## config.mk

```make
export PLATFORM = sky130hd
export DESIGN_NAME = hotswap_seq
export DESIGN_NICKNAME = d
export VERILOG_FILES = /design/src/common/hotswap_pkg.sv /design/src/rtl/down_timer.sv /design/src/rtl/hotswap_seq.sv
export SDC_FILE = /design/constraint.sdc
export NUM_CORES = 1
export LEC_CHECK = 0
export BUFFER_PORTS_ARGS = -buffer_cell sky130_fd_sc_hd__buf_2
export CORE_ASPECT_RATIO = 0.9
export CORE_MARGIN = 2
export CORE_UTILIZATION = 45
export CTS_CLUSTER_DIAMETER = 200
export DETAILED_ROUTE_END_ITERATION = 6
export SYNTH_ARGS = -nofsm -noshare
export SYNTH_HDL_FRONTEND = slang
export SYNTH_SLANG_ARGS = --single-unit
export TNS_END_PERCENT = 10
```

## constraint.sdc

```tcl
create_clock -name pclk -period 4.9 [get_ports pclk]
set_input_delay 0.49 -clock pclk [delete_from_list [all_inputs] [get_ports pclk]]
set_output_delay 0.49 -clock pclk [all_outputs]
set_load 0.005 [all_outputs]
```

## src/common/hotswap_pkg.sv

```systemverilog
// Constants, register map and types for the triple hot-swap sequencer
// Notes on behaviour
// - Polarity select sets every status output sense
// - Tracking/sequencing: any fault stops all channels
// - Independent: each channel follows only itself
// - Status asserts after successful start, never faulted
// - Startup pin open gives 9ms period
// - Resistor times 128 times 800pF sets period
// - Autoretry restarts after 64 startup periods
// - On low 100us clears latched fault, restarts
// - Slow comparator ignored during startup period
// - Mode input selects tracking, sequencing, independent
package hotswap_pkg;
  localparam int NUM_CH = 3;
  localparam int ADDR_W = 8;
  localparam int DATA_W = 32;
  localparam int CNT_W = 32;

  // Register byte offsets
  localparam logic [7:0] OFF_CTRL = 8'h00;
  localparam logic [7:0] OFF_LIVE = 8'h04;
  localparam logic [7:0] OFF_IRQ_STAT = 8'h08;
  localparam logic [7:0] OFF_IRQ_MASK = 8'h0c;
  localparam logic [7:0] OFF_TIM_RES = 8'h10;

  // Control fields
  localparam int CTRL_MODE_LSB = 0;
  localparam int CTRL_LATCH_BIT = 2;
  localparam int CTRL_POL_BIT = 3;
  localparam int CTRL_TIM_EXT_BIT = 4;
  localparam int CTRL_W = 5;
  localparam logic [4:0] CTRL_RST = 5'h0d;
  localparam logic [1:0] MODE_INDEP = 2'h0;
  localparam logic [1:0] MODE_SEQ = 2'h1;
  localparam logic [1:0] MODE_TRACK = 2'h2;

  // Live state and interrupt layout
  localparam int LIVE_GATE_LSB = 0;
  localparam int LIVE_STAT_LSB = 3;
  localparam int IRQ_W = 6;
  localparam int IRQ_FAULT_LSB = 0;
  localparam int IRQ_GOOD_LSB = 3;

  // Timing resistor, in kilohm
  localparam int STARTUP_TIME_RESISTOR_W = 10;
  localparam logic [9:0] STARTUP_TIME_RESISTOR_MIN_K = 10'h004;
  localparam logic [9:0] STARTUP_TIME_RESISTOR_MAX_K = 10'h1f4;
  localparam logic [9:0] STARTUP_TIME_RESISTOR_RST_K = 10'h058;

  // Timing figures and derived cycle counts
  localparam int CLK_MHZ = 250;
  localparam int T_DEFAULT_US = 9000;
  localparam int T_UNLATCH_US = 100;
  localparam int TIM_SCALE = 128;
  localparam int TIM_UNIT_PF = 800;
  localparam int RETRY_SHIFT = 6;
  localparam int unsigned START_DEFAULT_CYC = T_DEFAULT_US * CLK_MHZ;
  localparam int unsigned UNLATCH_CYC = T_UNLATCH_US * CLK_MHZ;
  localparam int unsigned CYC_PER_KOHM = TIM_SCALE * TIM_UNIT_PF * CLK_MHZ / 1000;

  typedef enum logic [2:0] {CH_OFF, CH_START, CH_ON, CH_FAULT, CH_RETRY} ch_state_e;
endpackage

```

## src/rtl/down_timer.sv

```systemverilog
// Loadable down counter that stops at zero
`timescale 1ns/10ps
module down_timer (
  input wire logic pclk, // Clock
  input wire logic presetn, // Async reset, active low
  input wire logic load, // Load strobe
  input wire logic [hotswap_pkg::CNT_W-1:0] load_val, // Value to load
  output logic [hotswap_pkg::CNT_W-1:0] count, // Remaining cycles
  output logic zero // Count has run out
);
  import hotswap_pkg::*;

  // Load wins over counting so a restart never sees a stale value
  always_ff @(posedge pclk or negedge presetn) begin
    if (!presetn) begin
      count <= '0;
    end else if (load) begin
      count <= load_val;
    end else if (count != '0) begin
      count <= count - CNT_W'(1);
    end
  end

  assign zero = (count == '0);
endmodule

```

## src/rtl/hotswap_seq.sv

```systemverilog
// Triple-channel hot-swap sequencer with APB registers
`timescale 1ns/10ps
module hotswap_seq #(
  parameter int unsigned START_DEF = hotswap_pkg::START_DEFAULT_CYC,
  parameter int unsigned UNLATCH = hotswap_pkg::UNLATCH_CYC,
  parameter int unsigned PER_KOHM = hotswap_pkg::CYC_PER_KOHM
) (
  input wire logic pclk, // Clock, 250 MHz
  input wire logic presetn, // Async reset, active low
  input wire logic [hotswap_pkg::ADDR_W-1:0] paddr, // APB address
  input wire logic psel, // APB select
  input wire logic penable, // APB enable
  input wire logic pwrite, // APB write
  input wire logic [hotswap_pkg::DATA_W-1:0] pwdata, // APB write data
  output logic [hotswap_pkg::DATA_W-1:0] prdata, // APB read data
  output logic pready, // APB ready
  output logic pslverr, // APB error
  input wire logic [hotswap_pkg::NUM_CH-1:0] on_in, // Channel on requests
  input wire logic [hotswap_pkg::NUM_CH-1:0] slow_oc, // Slow comparator trips
  input wire logic [hotswap_pkg::NUM_CH-1:0] fast_oc, // Fast comparator trips
  output logic [hotswap_pkg::NUM_CH-1:0] gate_drive, // Gate drive enables
  output logic [hotswap_pkg::NUM_CH-1:0] stat_o, // Status pin output value
  output logic [hotswap_pkg::NUM_CH-1:0] stat_oe_n, // Status pin enable, low drives
  output logic irq // Level interrupt
);
  import hotswap_pkg::*;

  logic [CTRL_W-1:0] ctrl;
  logic [STARTUP_TIME_RESISTOR_W-1:0] tim_res;
  logic [IRQ_W-1:0] irq_stat;
  logic [IRQ_W-1:0] irq_mask;
  logic [CNT_W-1:0] period;
  logic [CNT_W-1:0] next_period;
  logic [STARTUP_TIME_RESISTOR_W-1:0] res_cl;
  logic [1:0] ctrl_mode;
  logic ctrl_latch;
  logic ctrl_pol;
  logic ctrl_tim_ext;
  logic indep;
  ch_state_e st [NUM_CH];
  ch_state_e next_st [NUM_CH];
  logic [NUM_CH-1:0] raw_f;
  logic [NUM_CH-1:0] flt_st;
  logic [NUM_CH-1:0] kill;
  logic grp_blk;
  logic [NUM_CH-1:0] tmr_ld;
  logic [CNT_W-1:0] tmr_val [NUM_CH];
  logic [CNT_W-1:0] tmr_cnt [NUM_CH];
  logic [NUM_CH-1:0] tmr_zero;
  logic [NUM_CH-1:0] stat_on;
  logic [NUM_CH-1:0] fault_evt;
  logic [NUM_CH-1:0] good_evt;
  logic setup_ph;
  logic wr_acc;
  logic hit;
  logic [DATA_W-1:0] rdata_c;

  assign ctrl_mode = ctrl[CTRL_MODE_LSB +: 2];
  assign ctrl_latch = ctrl[CTRL_LATCH_BIT];
  assign ctrl_pol = ctrl[CTRL_POL_BIT];
  assign ctrl_tim_ext = ctrl[CTRL_TIM_EXT_BIT];
  assign indep = (ctrl_mode == MODE_INDEP);

  // Resistor value is clamped to the usable range
  always_comb begin
    res_cl = tim_res;
    if (tim_res < STARTUP_TIME_RESISTOR_MIN_K) begin
      res_cl = STARTUP_TIME_RESISTOR_MIN_K;
    end else if (tim_res > STARTUP_TIME_RESISTOR_MAX_K) begin
      res_cl = STARTUP_TIME_RESISTOR_MAX_K;
    end
  end

  assign next_period = ctrl_tim_ext ? CNT_W'(res_cl) * CNT_W'(PER_KOHM) : CNT_W'(START_DEF);

  // Period is registered to keep the multiplier off the FSM path
  always_ff @(posedge pclk or negedge presetn) begin
    if (!presetn) begin
      period <= '0;
    end else begin
      period <= next_period;
    end
  end

  // Cross-channel fault terms; only ON channels can fault
  always_comb begin
    for (int i = 0; i < NUM_CH; i++) begin
      // slow trips count only after startup
      raw_f[i] = (st[i] == CH_ON) && on_in[i] && (slow_oc[i] || fast_oc[i]);
      flt_st[i] = (st[i] == CH_FAULT) || (st[i] == CH_RETRY);
    end
  end

  assign grp_blk = !indep && ((|raw_f) || (|flt_st));

  genvar g;
  generate
    for (g = 0; g < NUM_CH; g++) begin : gen_ch
      // independent mode uses own fault only
      assign kill[g] = indep ? raw_f[g] : (|raw_f);

      // Channel next state and timer loads
      always_comb begin
        next_st[g] = st[g];
        tmr_ld[g] = 1'b0;
        tmr_val[g] = period;
        case (st[g])
          CH_OFF: begin
            if (on_in[g] && !grp_blk) begin
              next_st[g] = CH_START;
              tmr_ld[g] = 1'b1;
            end
          end
          CH_START, CH_ON: begin
            if (!on_in[g]) begin
              next_st[g] = CH_OFF;
            end else if (kill[g] && ctrl_latch) begin
              next_st[g] = CH_FAULT;
              tmr_ld[g] = 1'b1;
              tmr_val[g] = CNT_W'(UNLATCH);
            end else if (kill[g]) begin
              next_st[g] = CH_RETRY;
              tmr_ld[g] = 1'b1;
              tmr_val[g] = period << RETRY_SHIFT;
            end else if (st[g] == CH_START && tmr_zero[g]) begin
              next_st[g] = CH_ON;
            end
          end
          CH_FAULT: begin
            // on held low clears the latch
            if (on_in[g]) begin
              tmr_ld[g] = 1'b1;
              tmr_val[g] = CNT_W'(UNLATCH);
            end else if (tmr_zero[g]) begin
              next_st[g] = CH_OFF;
            end
          end
          CH_RETRY: begin
            if (tmr_zero[g]) begin
              next_st[g] = CH_START;
              tmr_ld[g] = 1'b1;
            end
          end
          default: begin
            next_st[g] = CH_OFF;
          end
        endcase
      end

      // Channel state register
      always_ff @(posedge pclk or negedge presetn) begin
        if (!presetn) begin
          st[g] <= CH_OFF;
        end else begin
          st[g] <= next_st[g];
        end
      end

      down_timer u_tmr (
        .pclk(pclk),
        .presetn(presetn),
        .load(tmr_ld[g]),
        .load_val(tmr_val[g]),
        .count(tmr_cnt[g]),
        .zero(tmr_zero[g])
      );

      assign fault_evt[g] = (next_st[g] == CH_FAULT || next_st[g] == CH_RETRY) && !flt_st[g];
      assign good_evt[g] = (st[g] == CH_START) && (next_st[g] == CH_ON);

      // Pin outputs come straight from flops to avoid glitches
      always_ff @(posedge pclk or negedge presetn) begin
        if (!presetn) begin
          gate_drive[g] <= 1'b0;
          stat_on[g] <= 1'b0;
          stat_oe_n[g] <= 1'b0;
        end else begin
          gate_drive[g] <= (next_st[g] == CH_START) || (next_st[g] == CH_ON);
          stat_on[g] <= (next_st[g] == CH_ON);
          // polarity picks which state releases the pin
          stat_oe_n[g] <= ctrl_pol ? (next_st[g] == CH_ON) : (next_st[g] != CH_ON);
        end
      end
    end
  endgenerate

  // Status pins are open drain and only ever pull low
  assign stat_o = '0;

  // APB phase decode; slave never inserts wait states
  assign pready = 1'b1;
  assign setup_ph = psel && !penable;
  assign wr_acc = psel && penable && pwrite && hit;

  // Address decode and read mux
  always_comb begin
    hit = 1'b1;
    rdata_c = '0;
    if (paddr == OFF_CTRL) begin
      rdata_c[CTRL_W-1:0] = ctrl;
    end else if (paddr == OFF_LIVE) begin
      rdata_c[LIVE_GATE_LSB +: NUM_CH] = gate_drive;
      rdata_c[LIVE_STAT_LSB +: NUM_CH] = stat_on;
    end else if (paddr == OFF_IRQ_STAT) begin
      rdata_c[IRQ_W-1:0] = irq_stat;
    end else if (paddr == OFF_IRQ_MASK) begin
      rdata_c[IRQ_W-1:0] = irq_mask;
    end else if (paddr == OFF_TIM_RES) begin
      rdata_c[STARTUP_TIME_RESISTOR_W-1:0] = tim_res;
    end else begin
      hit = 1'b0;
    end
  end

  // Read data and error are captured in the setup cycle
  always_ff @(posedge pclk or negedge presetn) begin
    if (!presetn) begin
      prdata <= '0;
      pslverr <= 1'b0;
    end else if (setup_ph) begin
      prdata <= pwrite ? '0 : rdata_c;
      pslverr <= !hit;
    end
  end

  // Configuration registers
  always_ff @(posedge pclk or negedge presetn) begin
    if (!presetn) begin
      ctrl <= CTRL_RST;
      tim_res <= STARTUP_TIME_RESISTOR_RST_K;
      irq_mask <= '0;
    end else if (wr_acc) begin
      if (paddr == OFF_CTRL) begin
        ctrl <= pwdata[CTRL_W-1:0];
      end else if (paddr == OFF_TIM_RES) begin
        tim_res <= pwdata[STARTUP_TIME_RESISTOR_W-1:0];
      end else if (paddr == OFF_IRQ_MASK) begin
        irq_mask <= pwdata[IRQ_W-1:0];
      end
    end
  end

  // Sticky events; a new event beats a same-cycle clear
  always_ff @(posedge pclk or negedge presetn) begin
    if (!presetn) begin
      irq_stat <= '0;
    end else begin
      irq_stat <= (irq_stat & ~((wr_acc && paddr == OFF_IRQ_STAT) ? pwdata[IRQ_W-1:0] : '0))
                  | {good_evt, fault_evt};
    end
  end

  assign irq = |(irq_stat & irq_mask);
endmodule

```

==> flow_metrics.env <==
export IMPL_finalClockSkew_ps=14.0
export IMPL_slew_violations=0
export IMPL_clk_latency_ps=440
export IMPL_cp_required_ps=5210
export IMPL_synthAdderAreaFrac_pct=5.61
export IMPL_cp_arrival_ps=4710
export IMPL_cts_reportedPaths_clkPinSlew_ps=70
export IMPL_leakagePower_nw=5.06
export IMPL_synth_compound_area_share_pct=14.6
export IMPL_cts_hold_buffers=0
export IMPL_post_drt_wl_per_cell_um=18.2
export IMPL_cp_cell_sequence="o21ai_0, nand2_1, a41o_1, a31oi_1, nand2b_1, ha_1, ha_1, nor2b_1, or2_2, inv_1, ha_1, a21o_1, a21oi_1, o21ai_0, a2111oi_0, nor3_1, a31oi_1, xor2_1, nor2_1"
export IMPL_clk_path_buf_depth=2
export IMPL_setup_viol=0
export IMPL_drive_above_1_share_pct=12.2
export IMPL_finalWirelength_um=27200
export IMPL_htreeDepth=4
export IMPL_slowest_delay_ps=430
export IMPL_via_per_inst=5.64
export IMPL_die_area_mm2=0.0240
export IMPL_grt_max_degree=88
export IMPL_first_global_vias=8153
export IMPL_slew_headroom_pct=19.9
export IMPL_power_density_mw_per_mm2=352
export IMPL_synth_simple_area_share_pct=22.0
export IMPL_ir_worst_vdd_uv=193
export IMPL_rows=52
export IMPL_finalWeightedCongestion=0.848
export IMPL_synth_seq_cells=168
export IMPL_max_slew_worst_pin_slew_ps=1190
export IMPL_nFillCells=2143
export IMPL_critPathLaunchType="flip-flop"
export IMPL_first_pass_iters=5
export IMPL_post_cts_buffers=0
export IMPL_grt_use_total_pct=23.4
export IMPL_core_area_mm2=0.0224
export IMPL_ys_async_sr_fraction_pct=100
export IMPL_cts_tree="done"
export IMPL_io_buffers=49
export IMPL_synth_top_family_by_area="simple AND/OR/NAND/NOR gates"
export IMPL_pin_count=98
export IMPL_crit_type="reg -> reg"
export IMPL_path_delay_family="compound AO/OA/AOI/OAI gates"
export IMPL_final_util_pct=50.4
export IMPL_fin_crit_ps=4400
export IMPL_final_hold_violation_count=0
export IMPL_cp_end_kind="flip-flop"
export IMPL_multi_input_area_mm2=0.00563
export IMPL_worst_hold_path_type="in -> async"
export IMPL_numCtsBuffers=17
export IMPL_antennaDiodeCount=0
export IMPL_grt_pass1_wl_um=44000
export IMPL_yosysTopAreaCell="dfrtp_1"
export IMPL_synth_cells=1135
export IMPL_cts_resized=0
export IMPL_die_width_um=163
export IMPL_synth_xor_area_share_pct=8.80
export IMPL_drtIter0Drc=805
export IMPL_regArea_mm2=0.00421
export IMPL_crit_top_cell="ha_1"
export IMPL_cts_sinks=168
export IMPL_synthTopCellsByArea="dfrtp_1, ha_1, xor2_1, nand2_1, xnor2_1"
export IMPL_muxShareOfSynthArea_pct=2.78
export IMPL_synth_edf_count=0
export IMPL_place_hpwl_um=18900
export IMPL_synth_area_per_cell_um2=9.03
export IMPL_yosysWarnings=0
export IMPL_mostFrequentLayoutCells="dfrtp_1, nand2_1, nor2_1, o21ai_0, a21oi_1"
export IMPL_cp_slowest_cell="dfrtp_1"
export IMPL_whs_ps=103
export IMPL_crit_fanout=5
export IMPL_yosysSeqAreaShare_pct=41.1
export IMPL_layout_commonest_cell="dfrtp_1"
export IMPL_worst_slack_ps=503
export IMPL_max_cap_violations=0
export IMPL_status="finished, final reports clean"
export IMPL_max_freq_mhz=227
export IMPL_synth_top_area_share_pct=39.5
export IMPL_grt_remaining_overflow=0
export IMPL_yosysUniqueCellTypes=74
export IMPL_timing_setup_tns_ps=0
export IMPL_rsz0062_at_grt="false"
export IMPL_preCtsSetupSlack_ps=548
export IMPL_synth_ff_type="dfrtp_1"
export IMPL_drc=0
export IMPL_final_period_utilization_pct=89.7
export IMPL_ant_nets=0
export IMPL_root_buffer="clkbuf_16"
export IMPL_die_h_um=147
export IMPL_fin_nets=1276
export IMPL_netlist_area_mm2=0.0103
export IMPL_syn2layout_area_growth_pct=10.3
export IMPL_antenna_found_initial=1
export IMPL_critPathBufInv=1
export IMPL_vias=8396
export IMPL_initial_utilization_pct=45.7
cell type report:
cell class / instances / share of cell area [%]
tap: 297 / 3.29
clock buffer: 19 / 3.83
multi-input combinational: 887 / 49.8
timing repair buffer: 63 / 3.15
sequential: 168 / 37.3
clock inverter: 13 / 1.27
inverter: 42 / 1.39
synthesized netlist by cell type, drive strengths merged (20+ instances only):
cell type  count
or4           20
nor4          26
buf           40
nor3          43
xnor2         50
xor2          53
a21oi         62
ha            38
inv           41
nand2        118
a22oi         21
o21ai         68
nor2         112
nand3         44
dfrtp        162
mux2          20
clkbuf        25
worst paths after layout:
kind,from,endpoint,slack [ps],cells past startpoint
setup / recovery,tim_res[1],period[23],500,19
setup reg to reg,tim_res[1],period[23],500,19
min in group pclk,pwdata[9],tim_res[9],280,2
hold reg to reg,pslverr,pslverr,480,1
hold / removal,presetn,gen_ch[2].u_tmr.count[8],100,1
max in group asynchronous,presetn,prdata[1],3650,2
state kept, by name, indices dropped and copies added (netlist names):
name / cells
ctrl: 5
gate_drive: 3
gen_ch.u_tmr.count: 96
irq_mask: 6
irq_stat: 6
period: 16
prdata: 10
pslverr: 1
st: 9
stat_oe_n: 3
stat_on: 3
tim_res: 10
per-stage QoR:
step                      instance area [um2]  std cells  total power, W
after floorplan                         10400       1162         0.00241
after global placement                  10700       1457         0.00262
after detailed placement                10700       1457         0.00264
after CTS                               11300       1489         0.00400
after global routing                    11300       1489         0.00422
final                                   11300       1489         0.00398
power breakdown:
part           internal, W  switching, W  total (W)
registers          0.00157      0.000218    0.00179
clock network     0.000757      0.000598    0.00135
logic             0.000361      0.000476   0.000836
routing by layer:
layer | routed length, um | vias to the layer above | part of all wire [%] | GRT usage [%]
li1 | - | 4044 | - | -
met1 | 12800 | 4115 | 47 | 34.0
met2 | 12400 | 217 | 46 | 36.0
met3 | 1630 | 20 | 6.0 | 5.42
met4 | 303 | 0 | 1.1 | 4.69
met5 | 0 | - | 0 | 0
worst reg2reg max path, cell delays in order, from the launching register on:
cell       delay, ps
dfrtp_1          430
o21ai_0          190
nand2_1           80
a41o_1           260
a31oi_1          250
nand2b_1         170
ha_1             320
ha_1             300
nor2b_1          140
or2_2            330
inv_1             80
ha_1             230
a21o_1           180
a21oi_1          210
o21ai_0          130
a2111oi_0        420
nor3_1           140
a31oi_1          220
xor2_1           160
nor2_1            50
cell families after synthesis:
kind of cell	after synthesis
and+or+nand+nor	453
DFF	168
buffers and inverters	107
muxes	26
adders and majority gates	43
AOI/OAI and AO/OA	233
other	2
xor gates and xnor gates	103
(Power assumes the default switching activity.)
